### config.mk
export PLATFORM = sky130hd
export DESIGN_NAME = cdds_done_status
export DESIGN_NICKNAME = d
export VERILOG_FILES = /design/src/include/cdds_pkg.sv /design/src/include/cdds_evt_if.sv /design/src/design/cdds_client_drain.sv /design/src/design/cdds_done_status.sv /design/src/design/cdds_done_tracker.sv
export SDC_FILE = /design/constraint.sdc
export NUM_CORES = 1
export LEC_CHECK = 0
export BUFFER_PORTS_ARGS = -buffer_cell sky130_fd_sc_hd__buf_2
export CAP_MARGIN = 20
export CORE_MARGIN = 2
export CORE_UTILIZATION = 62
export CTS_BUF_LIST = sky130_fd_sc_hd__clkbuf_4 sky130_fd_sc_hd__clkbuf_8
export DETAILED_ROUTE_END_ITERATION = 8
export PLACE_DENSITY = 0.81
export SLEW_MARGIN = 25
export SYNTH_ARGS = -nofsm -noshare
export SYNTH_HDL_FRONTEND = slang
export SYNTH_SLANG_ARGS = --single-unit
### constraint.sdc
create_clock -name clock -period 5 [get_ports clock]
set_input_delay 1 -clock clock [delete_from_list [all_inputs] [get_ports clock]]
set_output_delay 1 -clock clock [all_outputs]
set_load 0.02 [all_outputs]
### src/include/cdds_pkg.sv
`default_nettype none
package cdds_pkg;
  localparam int unsigned ADDR_W       = 8;
  localparam int unsigned DATA_W       = 32;
  localparam int unsigned NUM_FLAGS    = 16;
  localparam int unsigned NUM_CLIENTS  = 4;
  localparam int unsigned BEAT_CNT_W   = 8;
  localparam int unsigned OCC_W        = 10;
  localparam int unsigned EVCNT_W      = 16;

  localparam logic [ADDR_W-1:0] STATUS_OFFSET  = 8'h58;
  localparam logic [ADDR_W-1:0] ENABLE_OFFSET  = 8'h5c;
  localparam logic [ADDR_W-1:0] PENDING_OFFSET = 8'h60;
  localparam logic [ADDR_W-1:0] OVERRUN_OFFSET = 8'h64;
  localparam logic [ADDR_W-1:0] EVCOUNT_OFFSET = 8'h68;

  localparam logic [NUM_FLAGS-1:0] STATUS_RESET  = 16'h0000;
  localparam logic [NUM_FLAGS-1:0] ENABLE_RESET  = 16'h0000;
  localparam logic [NUM_FLAGS-1:0] OVERRUN_RESET = 16'h0000;
  localparam logic [EVCNT_W-1:0]   EVCOUNT_RESET = 16'h0000;

  localparam int unsigned BIT_PORT2_A_SRC3    = 15;
  localparam int unsigned BIT_PORT2_A_SRC2    = 14;
  localparam int unsigned BIT_PORT2_A_SRC1    = 13;
  localparam int unsigned BIT_PORT2_A_SRC0    = 12;
  localparam int unsigned BIT_PORT1_B_RGB     = 11;
  localparam int unsigned BIT_PORT1_A_RGB     = 10;
  localparam int unsigned BIT_PORT1_B_CHROMA  = 9;
  localparam int unsigned BIT_PORT1_B_LUMA    = 8;
  localparam int unsigned BIT_PORT1_A_CHROMA  = 7;
  localparam int unsigned BIT_PORT1_A_LUMA    = 6;
  localparam int unsigned BIT_PORT1_ANCB_SRC15 = 5;
  localparam int unsigned BIT_PORT1_ANCB_SRC14 = 4;
  localparam int unsigned BIT_PORT1_ANCB_SRC13 = 3;
  localparam int unsigned BIT_PORT1_ANCB_SRC12 = 2;
  localparam int unsigned BIT_PORT1_ANCB_SRC11 = 1;
  localparam int unsigned BIT_PORT1_ANCB_SRC10 = 0;

  // client order: port2 lower luma, port1 lower luma, port1 upper, anc b
  localparam logic [NUM_FLAGS-1:0] CLIENT_MASK [NUM_CLIENTS] = '{
    16'hf000, 16'h0800, 16'h0400, 16'h003f
  };

  typedef enum logic {CDDS_TRK_IDLE, CDDS_TRK_WAIT} cdds_trk_e;
endpackage
`default_nettype wire
### src/include/cdds_evt_if.sv
`timescale 1ns/10ps
`default_nettype none
interface cdds_evt_if #(
  parameter int unsigned N = cdds_pkg::NUM_FLAGS
);
  logic [N-1:0] doneEvent;
  logic [N-1:0] clientReady;

  modport tracker (input clientReady, output doneEvent);
  modport drain   (output clientReady);
  modport status  (input doneEvent);
endinterface
`default_nettype wire

### src/design/cdds_client_drain.sv
`timescale 1ns/10ps
`default_nettype none
module cdds_client_drain #(
  parameter int unsigned NC = cdds_pkg::NUM_CLIENTS,
  parameter int unsigned N  = cdds_pkg::NUM_FLAGS,
  parameter int unsigned OW = cdds_pkg::OCC_W
) (
  input  wire logic          clock,
  input  wire logic          srst,
  input  wire logic [NC-1:0] clientPush,
  input  wire logic [NC-1:0] clientPop,
  input  wire logic [NC-1:0] newChannelSetup,
  cdds_evt_if.drain          evt
);
  import cdds_pkg::*;

  typedef struct packed {
    logic [NC-1:0][OW-1:0] occ;
  } cdds_drain_s;

  cdds_drain_s     q;
  cdds_drain_s     d;
  logic [N-1:0]    ready;

  always_comb begin
    d = q;
    for (int c = 0; c < NC; c++) begin
      d.occ[c] = q.occ[c] + {{(OW-1){1'b0}}, clientPush[c]}
                          - {{(OW-1){1'b0}}, clientPop[c]};
    end
    if (srst) begin
      d = '0;
    end
  end

  always_ff @(posedge clock) begin
    q <= d;
  end

  // flags without a client never wait; a new channel lets data stay queued
  always_comb begin
    ready = '1;
    for (int c = 0; c < NC; c++) begin
      if (q.occ[c] != '0 && !newChannelSetup[c]) begin
        ready = ready & ~CLIENT_MASK[c];
      end
    end
  end

  assign evt.clientReady = ready;
endmodule
`default_nettype wire

### src/design/cdds_done_status.sv
// Contract
// - A flag sets only after the last write of its channel is done and memory accepted every beat.
// - A set flag stays at one whatever the hardware does until software clears it.
// - Writing a one into a flag position clears that flag; a completion in the same cycle keeps it set.
// - All flags in bits 15 to 0 are zero after reset.
// - Bits 15 to 12 report port 2 port A sources 3, 2, 1 and 0.
// - Bit 11 reports port 1 port B RGB and bit 10 port 1 port A RGB.
// - Bits 9 to 6 report port 1 B chroma, B luma, A chroma and A luma.
// - Bits 5 to 0 report port 1 ancillary B sources 15 down to 10.
// - When a flag sets with no new channel set up, its write client holds no data.
// - An event reaches the interrupt only when its enable bit is one.
`timescale 1ns/10ps
`default_nettype none
module cdds_done_status #(
  parameter int unsigned NF  = cdds_pkg::NUM_FLAGS,
  parameter int unsigned NC  = cdds_pkg::NUM_CLIENTS,
  parameter int unsigned BCW = cdds_pkg::BEAT_CNT_W,
  parameter int unsigned OCW = cdds_pkg::OCC_W
) (
  input  wire logic                         clock,
  input  wire logic                         srst,
  input  wire logic [cdds_pkg::ADDR_W-1:0]  regAddr,
  input  wire logic [cdds_pkg::DATA_W-1:0]  regWdata,
  input  wire logic                         regWrite,
  input  wire logic                         regRead,
  output logic      [cdds_pkg::DATA_W-1:0]  regRdata,
  input  wire logic [NF-1:0]                beatSent,
  input  wire logic [NF-1:0]                beatAccepted,
  input  wire logic [NF-1:0]                lastIssued,
  input  wire logic [NC-1:0]                clientPush,
  input  wire logic [NC-1:0]                clientPop,
  input  wire logic [NC-1:0]                newChannelSetup,
  output logic      [NF-1:0]                doneFlags,
  output logic                              dmaEventIrq0,
  output logic                              port2ASrc3Done,
  output logic                              port2ASrc2Done,
  output logic                              port2ASrc1Done,
  output logic                              port2ASrc0Done,
  output logic                              port1BRgbDone,
  output logic                              port1ARgbDone,
  output logic                              port1BChromaDone,
  output logic                              port1BLumaDone,
  output logic                              port1AChromaDone,
  output logic                              port1ALumaDone,
  output logic                              port1AncBSrc15Done,
  output logic                              port1AncBSrc14Done,
  output logic                              port1AncBSrc13Done,
  output logic                              port1AncBSrc12Done,
  output logic                              port1AncBSrc11Done,
  output logic                              port1AncBSrc10Done
);
  import cdds_pkg::*;

  localparam int unsigned PAD_W  = DATA_W - NF;
  localparam int unsigned CPAD_W = DATA_W - EVCNT_W;

  typedef struct packed {
    logic [NF-1:0]      status;
    logic [NF-1:0]      enable;
    logic [NF-1:0]      overrun;
    logic [EVCNT_W-1:0] evCount;
    logic [DATA_W-1:0]  rdata;
    logic               irq;
  } cdds_status_s;

  cdds_status_s q;
  cdds_status_s d;

  logic               wrStatus;
  logic               wrEnable;
  logic               wrOverrun;
  logic               wrEvCount;
  logic [NF-1:0]      statusClr;
  logic [NF-1:0]      overrunClr;
  logic [NF-1:0]      newEvents;
  logic [EVCNT_W-1:0] eventSum;

  cdds_evt_if #(.N(NF)) evt ();

  cdds_done_tracker #(
    .N  (NF),
    .CW (BCW)
  ) u_tracker (
    .clock        (clock),
    .srst         (srst),
    .beatSent     (beatSent),
    .beatAccepted (beatAccepted),
    .lastIssued   (lastIssued),
    .evt          (evt.tracker)
  );

  cdds_client_drain #(
    .NC (NC),
    .N  (NF),
    .OW (OCW)
  ) u_drain (
    .clock           (clock),
    .srst            (srst),
    .clientPush      (clientPush),
    .clientPop       (clientPop),
    .newChannelSetup (newChannelSetup),
    .evt             (evt.drain)
  );

  assign newEvents = evt.doneEvent;

  // write decode; a strobe touches one register only
  always_comb begin
    wrStatus  = 1'b0;
    wrEnable  = 1'b0;
    wrOverrun = 1'b0;
    wrEvCount = 1'b0;
    if (regWrite && regAddr == STATUS_OFFSET) begin
      wrStatus = 1'b1;
    end else if (regWrite && regAddr == ENABLE_OFFSET) begin
      wrEnable = 1'b1;
    end else if (regWrite && regAddr == OVERRUN_OFFSET) begin
      wrOverrun = 1'b1;
    end else if (regWrite && regAddr == EVCOUNT_OFFSET) begin
      wrEvCount = 1'b1;
    end
  end

  // only the ones in the write data clear; zeros leave flags untouched
  assign statusClr  = wrStatus ? regWdata[NF-1:0] : '0;
  assign overrunClr = wrOverrun ? regWdata[NF-1:0] : '0;

  // number of flags set in this cycle, for the running event count
  always_comb begin
    eventSum = '0;
    for (int i = 0; i < NF; i++) begin
      eventSum = eventSum + {{(EVCNT_W-1){1'b0}}, newEvents[i]};
    end
  end

  always_comb begin
    d = q;

    // set is or-ed in after the clear, so a same-cycle event survives
    d.status = (q.status & ~statusClr) | newEvents;

    // a completion that finds its flag still standing means software
    // fell behind; the flag itself cannot count it, so note it here
    d.overrun = (q.overrun & ~overrunClr)
              | (newEvents & q.status & ~statusClr);

    if (wrEnable) begin
      d.enable = regWdata[NF-1:0];
    end

    // wraps rather than saturates; software reads differences
    if (wrEvCount) begin
      d.evCount = eventSum;
    end else begin
      d.evCount = q.evCount + eventSum;
    end

    // registered from the next flags so the line tracks them exactly
    d.irq = |(d.status & d.enable);

    // read data valid for one cycle only, zero otherwise
    d.rdata = '0;
    if (regRead) begin
      if (regAddr == STATUS_OFFSET) begin
        d.rdata = {{PAD_W{1'b0}}, q.status};
      end else if (regAddr == ENABLE_OFFSET) begin
        d.rdata = {{PAD_W{1'b0}}, q.enable};
      end else if (regAddr == PENDING_OFFSET) begin
        d.rdata = {{PAD_W{1'b0}}, q.status & q.enable};
      end else if (regAddr == OVERRUN_OFFSET) begin
        d.rdata = {{PAD_W{1'b0}}, q.overrun};
      end else if (regAddr == EVCOUNT_OFFSET) begin
        d.rdata = {{CPAD_W{1'b0}}, q.evCount};
      end else begin
        d.rdata = '0;
      end
    end

    if (srst) begin
      d.status  = STATUS_RESET;
      d.enable  = ENABLE_RESET;
      d.overrun = OVERRUN_RESET;
      d.evCount = EVCOUNT_RESET;
      d.rdata   = '0;
      d.irq     = 1'b0;
    end
  end

  always_ff @(posedge clock) begin
    q <= d;
  end

  assign regRdata     = q.rdata;
  assign dmaEventIrq0 = q.irq;
  assign doneFlags    = q.status;

  // named views of the flag bits
  assign port2ASrc3Done     = q.status[BIT_PORT2_A_SRC3];
  assign port2ASrc2Done     = q.status[BIT_PORT2_A_SRC2];
  assign port2ASrc1Done     = q.status[BIT_PORT2_A_SRC1];
  assign port2ASrc0Done     = q.status[BIT_PORT2_A_SRC0];
  assign port1BRgbDone      = q.status[BIT_PORT1_B_RGB];
  assign port1ARgbDone      = q.status[BIT_PORT1_A_RGB];
  assign port1BChromaDone   = q.status[BIT_PORT1_B_CHROMA];
  assign port1BLumaDone     = q.status[BIT_PORT1_B_LUMA];
  assign port1AChromaDone   = q.status[BIT_PORT1_A_CHROMA];
  assign port1ALumaDone     = q.status[BIT_PORT1_A_LUMA];
  assign port1AncBSrc15Done = q.status[BIT_PORT1_ANCB_SRC15];
  assign port1AncBSrc14Done = q.status[BIT_PORT1_ANCB_SRC14];
  assign port1AncBSrc13Done = q.status[BIT_PORT1_ANCB_SRC13];
  assign port1AncBSrc12Done = q.status[BIT_PORT1_ANCB_SRC12];
  assign port1AncBSrc11Done = q.status[BIT_PORT1_ANCB_SRC11];
  assign port1AncBSrc10Done = q.status[BIT_PORT1_ANCB_SRC10];
endmodule
`default_nettype wire

### src/design/cdds_done_tracker.sv
`timescale 1ns/10ps
`default_nettype none
module cdds_done_tracker #(
  parameter int unsigned N  = cdds_pkg::NUM_FLAGS,
  parameter int unsigned CW = cdds_pkg::BEAT_CNT_W
) (
  input  wire logic         clock,
  input  wire logic         srst,
  input  wire logic [N-1:0] beatSent,
  input  wire logic [N-1:0] beatAccepted,
  input  wire logic [N-1:0] lastIssued,
  cdds_evt_if.tracker       evt
);
  import cdds_pkg::*;

  typedef struct packed {
    cdds_trk_e [N-1:0]         state;
    logic      [N-1:0][CW-1:0] cnt;
    logic      [N-1:0]         done;
  } cdds_trk_s;

  cdds_trk_s q;
  cdds_trk_s d;

  always_comb begin
    d = q;
    for (int i = 0; i < N; i++) begin
      // beats in flight: sent but not yet accepted by memory
      d.cnt[i] = q.cnt[i] + {{(CW-1){1'b0}}, beatSent[i]}
                          - {{(CW-1){1'b0}}, beatAccepted[i]};
      d.done[i] = 1'b0;
      case (q.state[i])
        CDDS_TRK_IDLE: begin
          if (lastIssued[i]) begin
            d.state[i] = CDDS_TRK_WAIT;
          end
        end
        CDDS_TRK_WAIT: begin
          // no beat may still be on its way, and the client must be drained unless a new channel is set up on it
          if (q.cnt[i] == '0 && !beatSent[i] && evt.clientReady[i]) begin
            d.done[i]  = 1'b1;
            d.state[i] = CDDS_TRK_IDLE;
          end
        end
        default: begin
          d.state[i] = CDDS_TRK_IDLE;
        end
      endcase
    end
    if (srst) begin
      d = '0;
    end
  end

  always_ff @(posedge clock) begin
    q <= d;
  end

  assign evt.doneEvent = q.done;
endmodule
`default_nettype wire

==> results_dict.tcl, run 1 <==
set metrics [dict create \
    syn_area_sq_mm 0.0168 \
    syn_area_per_cell_sq_um 8.68 \
    setup_tns_ns 0 \
    drc_violation_count_after_routing 0 \
    worst_slew_pin_slew_ns 0.980 \
    detailedPlacementHpwl_um 25500 \
    cts_root_buf "sky130_fd_sc_hd__clkbuf_8" \
    timing.final.hold_violations 0 \
    n_fill_cell 2113 \
    place_congestion 0.831 \
    finish.utilization_pct 69.1 \
    total_number_of_placement_rows 60 \
    grt_max_degree 127 \
    cts.reportedPaths.clkPinSlew_ns 0.06 \
    start_util_pct 62.6 \
    top_cell_type_s_share_of_synthesized_area_pct 33.5 \
    final_min_period_over_clock_period_pct 96.8 \
    synth.lib_cells_used.distinct 64 \
    critical_path_class "flip-flop to flip-flop" \
    dpl_cell_area_sq_mm 0.0175 \
    post_route_cells_drive_above_1_share_pct 12.1 \
    die_width_um 169 \
    clk_path_buf_depth 3 \
    global_route_wire_length_before_repair_um 58800 \
    placeableCoreArea_sq_mm 0.0268 \
    fmax_ghz 0.207 \
    peak_ir_drop_on_the_vdd_network_v 0.000315 \
    power_per_cell_area_mw_per_mm2 602 \
    antenna_found_initial 1 \
    max_cap_viol_count 0 \
    fin_skew_ns 0.0179 \
    gr-total-overflow 0 \
    clk_latency_ns 0.55 \
    yosys_most_used_dff "sky130_fd_sc_hd__dfxtp_1" \
    ys_top_cells_by_count "307 x sky130_fd_sc_hd__inv_1, 289 x sky130_fd_sc_hd__nor2_1, 281 x sky130_fd_sc_hd__dfxtp_1" \
    areaGrowthSynthToFinish_pct 10.3 \
    synthesis.instances 1933 \
    yosysWarnings 0 \
    holdBufCountCts 0 \
    rsz_0062_raised_after_global_routing "false" \
    crit_slowest_cell "sky130_fd_sc_hd__fa_1" \
    crit_path_start_kind "flip-flop" \
    final_design_area_no_fill_sq_mm 0.0185 \
    drt_first_iter_violations 645 \
    holdCritPathClass "flip-flop to flip-flop" \
    finalCriticalPeriod_ns 4.84 \
    crit_path_frequent_cell "sky130_fd_sc_hd__fa_1" \
    cts_max_level 2 \
    route.final.wire_length_um 34600 \
    cpPeakStageDelay_ns 0.57 \
    synth_edf_count 0 \
    outcome "finished clean" \
    synth_seq_area_share_pct 33.5 \
    timing.critical_path.to_type "flip-flop" \
    nets 2429 \
    via_per_inst 5.41 \
    critPathArrivalTime_ns 5.27 \
    tritoncts "done" \
    cts_sinks 281 \
    synthMostInstantiatedCell "sky130_fd_sc_hd__inv_1" \
    synth-async-reset-ratio_pct 0 \
    crit_fanout 5 \
    hold-worst-slack_ns 0.492 \
    first_global_vias 13144 \
    vias 13116 \
    synth_top_cells_by_area "sky130_fd_sc_hd__dfxtp_1 34%, sky130_fd_sc_hd__ha_1 18%, sky130_fd_sc_hd__inv_1 6.9%" \
    finalMaxSlewViolations 0 \
    static_leak_nw 8.72 \
    wl_per_cell_um 14.2 \
    globalRouteTotalUtil_pct 24.6 \
    fp.dieH_um 169 \
    pin_count 169 \
    number_of_nets_with_antenna_violations_after_detailed_routing 0 \
    maxSlewHeadroom_pct 34.5 \
    floorplan.die_area_sq_mm 0.0284 \
    finalSetupViolCount 0 \
    drt_pre_antenna_iters 7 \
    post_route_total_power_mw 11.2 \
    cts_buffer_count 49 \
    ys_ff_latch 281 \
    port-buffer-count 136 \
    netlist.top_cell.by_area "sky130_fd_sc_hd__dfxtp_1" \
    required_ns 5.43 \
    timing.critical_path.cells "inv_1 > fa_1 > fa_1 > fa_1 > fa_1 > inv_1 > ha_1 > fa_1 > xor2_1 > ha_1 > a21oi_1 > o21bai_1 > a21oi_2 > nor2_1 > nand4_1 > xor2_1 > nor2_1" \
]
[metal layers]
layer	share of wire (%)	track usage (%)	vias to the layer above
met5	0	0	-
met4	2.5	7.35	0
met3	6.2	4.72	61
met2	48	43.7	352
met1	43	30.4	6134
li1	-	-	6569
[cells by family after synthesis]
logic type	after synthesis	share of synthesized area (%)
AOI/OAI and AO/OA	312	12.1
adders and majority gates	273	21.7
buffers and inverters	398	10.1
xor gates and xnor gates	119	6.21
and+or+nand+nor	529	15.1
muxes	20	1.21
other	1	0.0223
DFF	281	33.5
[final timing paths]
check,startpoint,endpoint,slack (ns),depth (start not counted)
worst min register to register,q[60],q[60],0.49,2
worst max-delay path,u_tracker.evt.doneEvent[0],q[47],0.16,17
worst max register to register,u_tracker.evt.doneEvent[0],q[47],0.16,17
worst min-delay path,q[60],q[60],0.49,2
[state kept, by name, summed over array words and instances, names as in the netlist]
register,flops
dmaEventIrq0,1
doneFlags,16
q,48
regRdata,16
u_drain.q,40
u_tracker.evt.doneEvent,16
u_tracker.q,144
[timing repair]
item	4_1_cts	5_1_grt
hold endpoints to repair	0	0
setup endpoints to repair	0	4
resized for setup	0	2
setup buffers	0	0
[placed cells by master (no fill, tap or decap), drive strengths merged, types with 9 or more instances in the layout]
cell    instances
a221oi         17
o21a           10
conb           16
and3           22
mux2i          18
a21boi          9
o211a          10
o211ai         16
nand2b         24
a21oi         109
nor3           26
a21o           22
and2           14
ha            242
o41ai          11
dfxtp         281
nand4          13
a32oi           9
o21ai          59
inv           307
fa             31
xor2           57
nor3b           9
clkbuf         78
or3            25
xnor2          62
nor2          290
nand2          44
nor2b          27
buf           144
[power breakdown]
part	total, mW	internal [mW]	switching, mW
Sequential	3.14	2.84	0.294
Combinational	5.86	2.74	3.11
Clock	2.16	1.25	0.915
[critical path: cells and delay by family, from the launching register on]
family / cells / cell delay (ns)
adders and majority gates: 7 / 3.00
AOI/OAI and AO/OA: 3 / 0.52
DFF: 1 / 0.38
and+or+nand+nor: 3 / 0.35
xor gates and xnor gates: 2 / 0.34
buffers and inverters: 2 / 0.13
[through the flow]
stage / worst slack (ns) / cells
6_report: 0.161 / 2426
5_1_grt: 0.00253 / 2425
4_1_cts: 0.0689 / 2425
3_5_place_dp: 0.100 / 2342
3_3_place_gp: 0.218 / 2342
2_1_floorplan: 0.417 / 1948
[area by class of cell]
class / count / area, sq um / area share (%)
Sequential cell: 281 / 5630 / 30.4
Timing Repair Buffer: 144 / 759 / 4.10
Multi-Input combinational cell: 1269 / 9540 / 51.5
Clock buffer: 78 / 992 / 5.36
Antenna cell: 1 / 2.50 / 0.0135
Inverter: 307 / 1150 / 6.22
Clock inverter: 5 / 25.0 / 0.135
Tap cell: 341 / 427 / 2.30
Power figures use the tool's default switching activity.
==> run 2, diff against run 1 <==
- BUFFER_PORTS_ARGS: -buffer_cell sky130_fd_sc_hd__buf_2 -> -buffer_cell sky130_fd_sc_hd__buf_4
- CORE_UTILIZATION: 62 -> 63
- PLACE_DENSITY: 0.81 -> 0.82
- SYNTH_HIERARCHICAL: not set -> 1
==> run 2 against run 1 <==
Sequential power about the same. Cell count grew 8.0%. Wire length increased by 20%. Synthesized cell count rose by 9.9%. Global-route usage increased by 1.7 points. Synthesized area rose by 11%. Largest power group unchanged.
==> results_dict.tcl, run 2 <==
set metrics [dict create \
    outcome "finished clean" \
    crit_fanout 11 \
    cell_internal_pwr_mw 7.02 \
    cts_buffer_count 50 \
    post_cts.repair.setup_buffers 0 \
    timing.reg2reg.worst_path_depth 16 \
    fin_skew_ns 0.0373 \
    floorplan.die_area_sq_mm 0.0310 \
    total_number_of_placement_rows 62 \
    rsz_0062_raised_after_global_routing "false" \
    static_leak_nw 9.12 \
    detailedPlacementHpwl_um 30100 \
    post_cts.resized_instances 0 \
    global_route_wire_length_before_repair_um 68800 \
    fmax_ghz 0.209 \
    maxSlewHeadroom_pct 32.1 \
    pin_count 169 \
    globalRouteTotalUtil_pct 26.3 \
    source_of_the_worst_register_to_register_timing_path "u_tracker/evt.doneEvent[0]" \
    clk_path_buf_depth 3 \
    route.final.wire_length_um 41500 \
    crit_path_frequent_cell "sky130_fd_sc_hd__fa_1" \
    timing.critical_path.cells "inv_1 > fa_1 > fa_1 > fa_1 > fa_1 > inv_1 > ha_1 > fa_1 > xor2_1 > ha_1 > a21oi_1 > o21bai_1 > a21oi_1 > buf_4 > or4_1 > nand2_1" \
    yosysWarnings 6 \
    cts_root_buf "sky130_fd_sc_hd__clkbuf_8" \
    wl_per_cell_um 15.8 \
    timing.final.hold_violations 0 \
    drt_pre_antenna_iters 8 \
    crit_path_start_kind "flip-flop" \
    timing.hold.worst_path_depth 1 \
    synth-async-reset-ratio_pct 0 \
    place_congestion 0.873 \
    cpPeakStageDelay_ns 0.57 \
    power.share.switching_pct 40.9 \
    final_cell_mix "281 x sky130_fd_sc_hd__dfxtp_1, 279 x sky130_fd_sc_hd__inv_1, 242 x sky130_fd_sc_hd__ha_1" \
    final_design_area_no_fill_sq_mm 0.0204 \
    via_per_inst 5.89 \
    syn_area_per_cell_sq_um 8.77 \
    sequential_cell_area_sq_mm 0.00563 \
    ys_top_cells_by_count "281 x sky130_fd_sc_hd__dfxtp_1, 280 x sky130_fd_sc_hd__inv_1, 242 x sky130_fd_sc_hd__ha_1" \
    setup_tns_ns 0 \
    vias 15433 \
    start_util_pct 64.4 \
    registers.top_by_ff_count "u_tracker/q" \
    critPathArrivalTime_ns 5.33 \
    timing.critical_path.to_type "flip-flop" \
    cts_max_level 2 \
    drc_violation_count_after_routing 0 \
    top_regs "u_tracker/q x144, q x48, u_drain/q x40" \
    finalSetupViolCount 0 \
    net_sw_power_mw 4.87 \
    synthesis.instances 2125 \
    syn_area_sq_mm 0.0186 \
    synth_edf_count 0 \
    tritoncts "done" \
    crit_slowest_cell "sky130_fd_sc_hd__fa_1" \
    grt_max_degree 102 \
    worst_slew_pin_slew_ns 1.01 \
    pre_cts_slack_ns 0.202 \
    top_cell_type_s_share_of_synthesized_area_pct 30.2 \
    areaGrowthSynthToFinish_pct 9.76 \
    worst_slack_ns 0.209 \
    synth.lib_cells_used.distinct 74 \
    placeableCoreArea_sq_mm 0.0289 \
    drt_first_iter_violations 1215 \
    netlist.top_cell.by_area "sky130_fd_sc_hd__dfxtp_1" \
    n_fill_cell 2213 \
    cts_sinks 281 \
    die_width_um 176 \
    fp.dieH_um 176 \
    required_ns 5.54 \
    yosys_most_used_dff "sky130_fd_sc_hd__dfxtp_1" \
    gr-total-overflow 0 \
    holdBufCountCts 0 \
    synth_top_cells_by_area "sky130_fd_sc_hd__dfxtp_1 30%, sky130_fd_sc_hd__ha_1 16%, sky130_fd_sc_hd__inv_1 5.6%" \
    clkPwrFrac_pct 18.2 \
    finalCriticalPeriod_ns 4.79 \
    ys_ff_latch 281 \
    max_cap_viol_count 0 \
    dpl_cell_area_sq_mm 0.0194 \
    critical_path_class "flip-flop to flip-flop" \
    largest_register_ffs 144 \
    final_min_period_over_clock_period_pct 95.8 \
    antenna_found_initial 0 \
    first_global_vias 14827 \
    synthMostInstantiatedCell "sky130_fd_sc_hd__dfxtp_1" \
    peak_ir_drop_on_the_vdd_network_v 0.000364 \
    nets 2574 \
    share_of_total_power_in_combinational_logic_pct 55.6 \
    port-buffer-count 136 \
    antenna_cells_inserted 0 \
    synth_seq_area_share_pct 30.2 \
    r2r-end "q[48]" \
    holdCritPathClass "flip-flop to flip-flop" \
    hold_end "u_tracker/q[145]" \
    slack_of_the_worst_reg_to_reg_path_ns 0.21 \
    power_per_cell_area_mw_per_mm2 582 \
    clk_latency_ns 0.60 \
    number_of_nets_with_antenna_violations_after_detailed_routing 0 \
    min-delay-start "u_tracker/q[145]" \
    mostFrequentLayoutCell "sky130_fd_sc_hd__dfxtp_1" \
    finalMaxSlewViolations 0 \
    multi_input_comb_area_sq_mm 0.0112 \
    cts.reportedPaths.clkPinSlew_ns 0.06 \
    post_route_cells_drive_above_1_share_pct 13.0 \
    seq_power_share_pct 26.2 \
]
-- run 2: layer usage --
metal	GRT usage, %	share of wire [%]
met2	45.9	48
met1	33.5	43
met5	0	0
met3	4.26	5.9
met4	7.89	2.3
-- run 2: layout make-up --
cell class / count / share of cell area (%)
inverters: 280 / 5.14
clock buffers: 71 / 4.47
clock inverters: 20 / 0.587
flip-flops and latches: 281 / 27.5
multi-input cells: 1439 / 54.6
repair buffers: 145 / 5.36
well taps: 384 / 2.35
-- run 2: worst max-delay path: cells and delay by family (launching register included) --
kind | cells | cell delay (ns)
XOR/XNOR | 1 | 0.20
AND/OR/NAND/NOR | 2 | 0.54
flip-flops | 1 | 0.35
buffers and inverters | 3 | 0.31
adder cells (fa/ha/maj) | 7 | 2.97
AO/OA/AOI/OAI | 3 | 0.38
-- run 2: through the flow --
stage,utilization [%],power [mW],instances,hold slack (ns)
5_1_grt,70.7,12.9,2620,0.475
4_1_cts,70.6,11.9,2620,0.457
3_3_place_gp,67.0,9.25,2529,0.442
6_report,70.7,11.9,2620,0.457
3_5_place_dp,67.0,9.63,2529,0.446
2_1_floorplan,-,8.39,2143,0.429
-- run 2: worst max-delay path by stage --
stage / to / slack [ns] / from
after detailed placement: q[41] / 0.20 / u_tracker/evt.doneEvent[0]
final: q[48] / 0.21 / u_tracker/evt.doneEvent[0]
after global routing: q[41] / 0.002 / u_tracker/evt.doneEvent[0]
after floorplan: q[38] / 0.44 / u_tracker/evt.doneEvent[0]
after CTS: q[47] / 0.13 / u_tracker/evt.doneEvent[0]
after global placement: q[41] / 0.30 / u_tracker/evt.doneEvent[0]
-- run 2: power groups by stage --
| stage | clock, mW | combinational (mW) | sequential [mW] |
|---|---|---|---|
| floorplan | 0 | 5.31 | 3.08 |
| global placement | 0 | 6.11 | 3.14 |
| detailed placement | 0 | 6.48 | 3.16 |
| CTS | 2.22 | 6.55 | 3.11 |
| global route | 2.32 | 7.44 | 3.18 |
| finish | 2.17 | 6.61 | 3.12 |
-- run 2: logic make-up after synthesis --
| group | share of synthesized area, % |
|---|---|
| AO/OA/AOI/OAI | 16.0 |
| XOR/XNOR | 2.02 |
| adder cells (fa/ha/maj) | 19.6 |
| buffers and inverters | 10.4 |
| flip-flops | 30.2 |
| multiplexers | 2.07 |
| other | 0.0403 |
| AND/OR/NAND/NOR | 19.7 |
==> run 3, diff against run 2 <==
- CORE_ASPECT_RATIO: not set -> 1.75
==> run 3 against run 2 <==
Non-clock buffer count grew 3. Setup slack gained 0.0021 ns. Wire length grew 2.7%. Combinational power is essentially flat. Critical path type unchanged. Critical endpoint is now q[41]. Largest power group unchanged.
==> results_dict.tcl, run 3 (synthesis results as in run 2) <==
set metrics [dict create \
    clk_path_buf_depth 3 \
    post_route_total_power_mw 11.8 \
    maxSlewHeadroom_pct 33.0 \
    clkPwrFrac_pct 17.2 \
    peak_ir_drop_on_the_vdd_network_v 0.000391 \
    fin_skew_ns 0.0342 \
    drt_pre_antenna_iters 5 \
    worst_slew_pin_slew_ns 1.01 \
    cts_sinks 281 \
    crit_fanout 6 \
    drt_first_iter_violations 896 \
    finalCriticalPeriod_ns 4.79 \
    n_fill_cell 2305 \
    wl_per_cell_um 16.3 \
    timing.critical_path.to_type "flip-flop" \
    largest_register_ffs 144 \
    power.share.switching_pct 41.1 \
    holdCritPathClass "flip-flop to flip-flop" \
    max_cap_viol_count 0 \
    finalMaxSlewViolations 0 \
    detailedPlacementHpwl_um 31100 \
    fmax_ghz 0.209 \
    met2RoutedLength_um 22700 \
    timing.hold.worst_path_depth 1 \
    static_leak_nw 9.07 \
    number_of_nets_with_antenna_violations_after_detailed_routing 0 \
    r2r-end "q[41]" \
    first_global_vias 15680 \
    crit_path_start_kind "flip-flop" \
    detail_route.wirelength.met1_um 16000 \
    floorplan.die_area_sq_mm 0.0310 \
    critPathArrivalTime_ns 5.27 \
    gr-total-overflow 0 \
    cts_buffer_count 44 \
    rsz_0062_raised_after_global_routing "false" \
    cts_root_buf "sky130_fd_sc_hd__clkbuf_8" \
    critical_path_class "flip-flop to flip-flop" \
    source_of_the_worst_register_to_register_timing_path "u_tracker/evt.doneEvent[11]" \
    registers.top_by_ff_count "u_tracker/q" \
    drc_violation_count_after_routing 0 \
    net_sw_power_mw 4.83 \
    slack_of_the_worst_reg_to_reg_path_ns 0.21 \
    setup_tns_ns 0 \
    tritoncts "done" \
    grt_max_degree 198 \
    post_route_cells_drive_above_1_share_pct 12.4 \
    mostFrequentLayoutCell "sky130_fd_sc_hd__dfxtp_1" \
    finalSetupViolCount 0 \
    cts.reportedPaths.clkPinSlew_ns 0.06 \
    final_min_period_over_clock_period_pct 95.8 \
    total_number_of_placement_rows 83 \
    required_ns 5.48 \
    place_congestion 0.889 \
    holdBufCountCts 0 \
    nets 2571 \
    start_util_pct 63.8 \
    placeableCoreArea_sq_mm 0.0292 \
    areaGrowthSynthToFinish_pct 9.25 \
    timing.reg2reg.worst_path_depth 17 \
    seq_power_share_pct 26.5 \
    clk_latency_ns 0.61 \
    final_cell_mix "281 x sky130_fd_sc_hd__dfxtp_1, 279 x sky130_fd_sc_hd__inv_1, 242 x sky130_fd_sc_hd__ha_1" \
    vias 15707 \
    top_layer_used "met4" \
    pin_count 169 \
    outcome "finished clean" \
    cts_max_level 2 \
    power_per_cell_area_mw_per_mm2 578 \
    hold_end "u_tracker/q[147]" \
    via_per_inst 6.02 \
    fp.dieH_um 231 \
    share_of_total_power_in_combinational_logic_pct 56.3 \
    route.final.wire_length_um 42600 \
    cell_internal_pwr_mw 6.93 \
    port-buffer-count 136 \
    antenna_found_initial 1 \
    die_width_um 134 \
    timing.final.hold_violations 0 \
    global_route_wire_length_before_repair_um 70900 \
    routed-wl-met3_um 2120 \
    globalRouteTotalUtil_pct 27.4 \
    min-delay-start "u_tracker/q[147]" \
    top_regs "u_tracker/q x144, q x48, u_drain/q x40" \
]
run 3: repair_timing:
action                                  4_1_cts  5_1_grt
endpoints found under the hold margin         0        0
endpoints found under the setup margin        0       10
resized for setup                             0        1
buffers inserted                              0        1
run 3: critical path, stage by stage (launching register included):
cell and delay [ns]:
sky130_fd_sc_hd__dfxtp_1 0.35, sky130_fd_sc_hd__inv_1 0.08, sky130_fd_sc_hd__fa_1 0.57, sky130_fd_sc_hd__fa_1 0.48
sky130_fd_sc_hd__fa_1 0.52, sky130_fd_sc_hd__fa_1 0.52, sky130_fd_sc_hd__inv_1 0.05, sky130_fd_sc_hd__ha_1 0.20
sky130_fd_sc_hd__fa_2 0.35, sky130_fd_sc_hd__xor2_1 0.19, sky130_fd_sc_hd__ha_1 0.34, sky130_fd_sc_hd__a21oi_1 0.08
sky130_fd_sc_hd__o21bai_1 0.21, sky130_fd_sc_hd__a21oi_1 0.10, sky130_fd_sc_hd__buf_4 0.16, sky130_fd_sc_hd__nor3b_1 0.27
sky130_fd_sc_hd__xnor2_1 0.16, sky130_fd_sc_hd__nor2_1 0.05
run 3: per-layer routing:
| layer | track usage (%) | vias up |
|---|---|---|
| li1 | - | 7561 |
| met1 | 28.7 | 7534 |
| met2 | 52.5 | 475 |
| met3 | 4.13 | 137 |
| met4 | 13.2 | 0 |
| met5 | 0 | - |
run 3: cell type report:
type	count	area [sq um]	area share [%]
Clock buffer	69	850	4.17
Multi-Input combinational cell	1439	11200	54.8
Inverter	280	1050	5.16
Timing Repair Buffer	148	1140	5.62
Tap cell	382	478	2.35
Antenna cell	1	2.50	0.0123
Clock inverter	8	51.3	0.252
Sequential cell	281	5630	27.6
run 3: metrics by stage:
stage          std cells  util (%)  setup slack (ns)  cell area, sq um  hold WS, ns
6_report            2608      69.7             0.211             20400        0.460
5_1_grt             2608      69.7           0.00571             20400        0.495
4_1_cts             2606      69.7            0.0927             20300        0.458
3_5_place_dp        2529      66.6             0.155             19400        0.445
3_3_place_gp        2529      66.6             0.315             19400        0.443
2_1_floorplan       2143         -             0.439             18700        0.429
run 3: worst max path at each step:
stage                                 from  cells after the start     to  slack, ns
2_1_floorplan   u_tracker/evt.doneEvent[0]                     17  q[38]       0.44
5_1_grt        u_tracker/evt.doneEvent[11]                     16  q[42]      0.006
6_report       u_tracker/evt.doneEvent[11]                     17  q[41]       0.21
3_3_place_gp    u_tracker/evt.doneEvent[0]                     16  q[48]       0.32
3_5_place_dp    u_tracker/evt.doneEvent[0]                     17  q[41]       0.16
4_1_cts         u_tracker/evt.doneEvent[0]                     17  q[41]       0.09
run 3: power by group through the flow:
stage	sequential (mW)	combinational (mW)	clock [mW]
2_1_floorplan	3.08	5.31	0
3_3_place_gp	3.14	6.16	0
3_5_place_dp	3.16	6.50	0
4_1_cts	3.11	6.56	2.07
5_1_grt	3.17	7.48	2.16
6_report	3.12	6.61	2.03
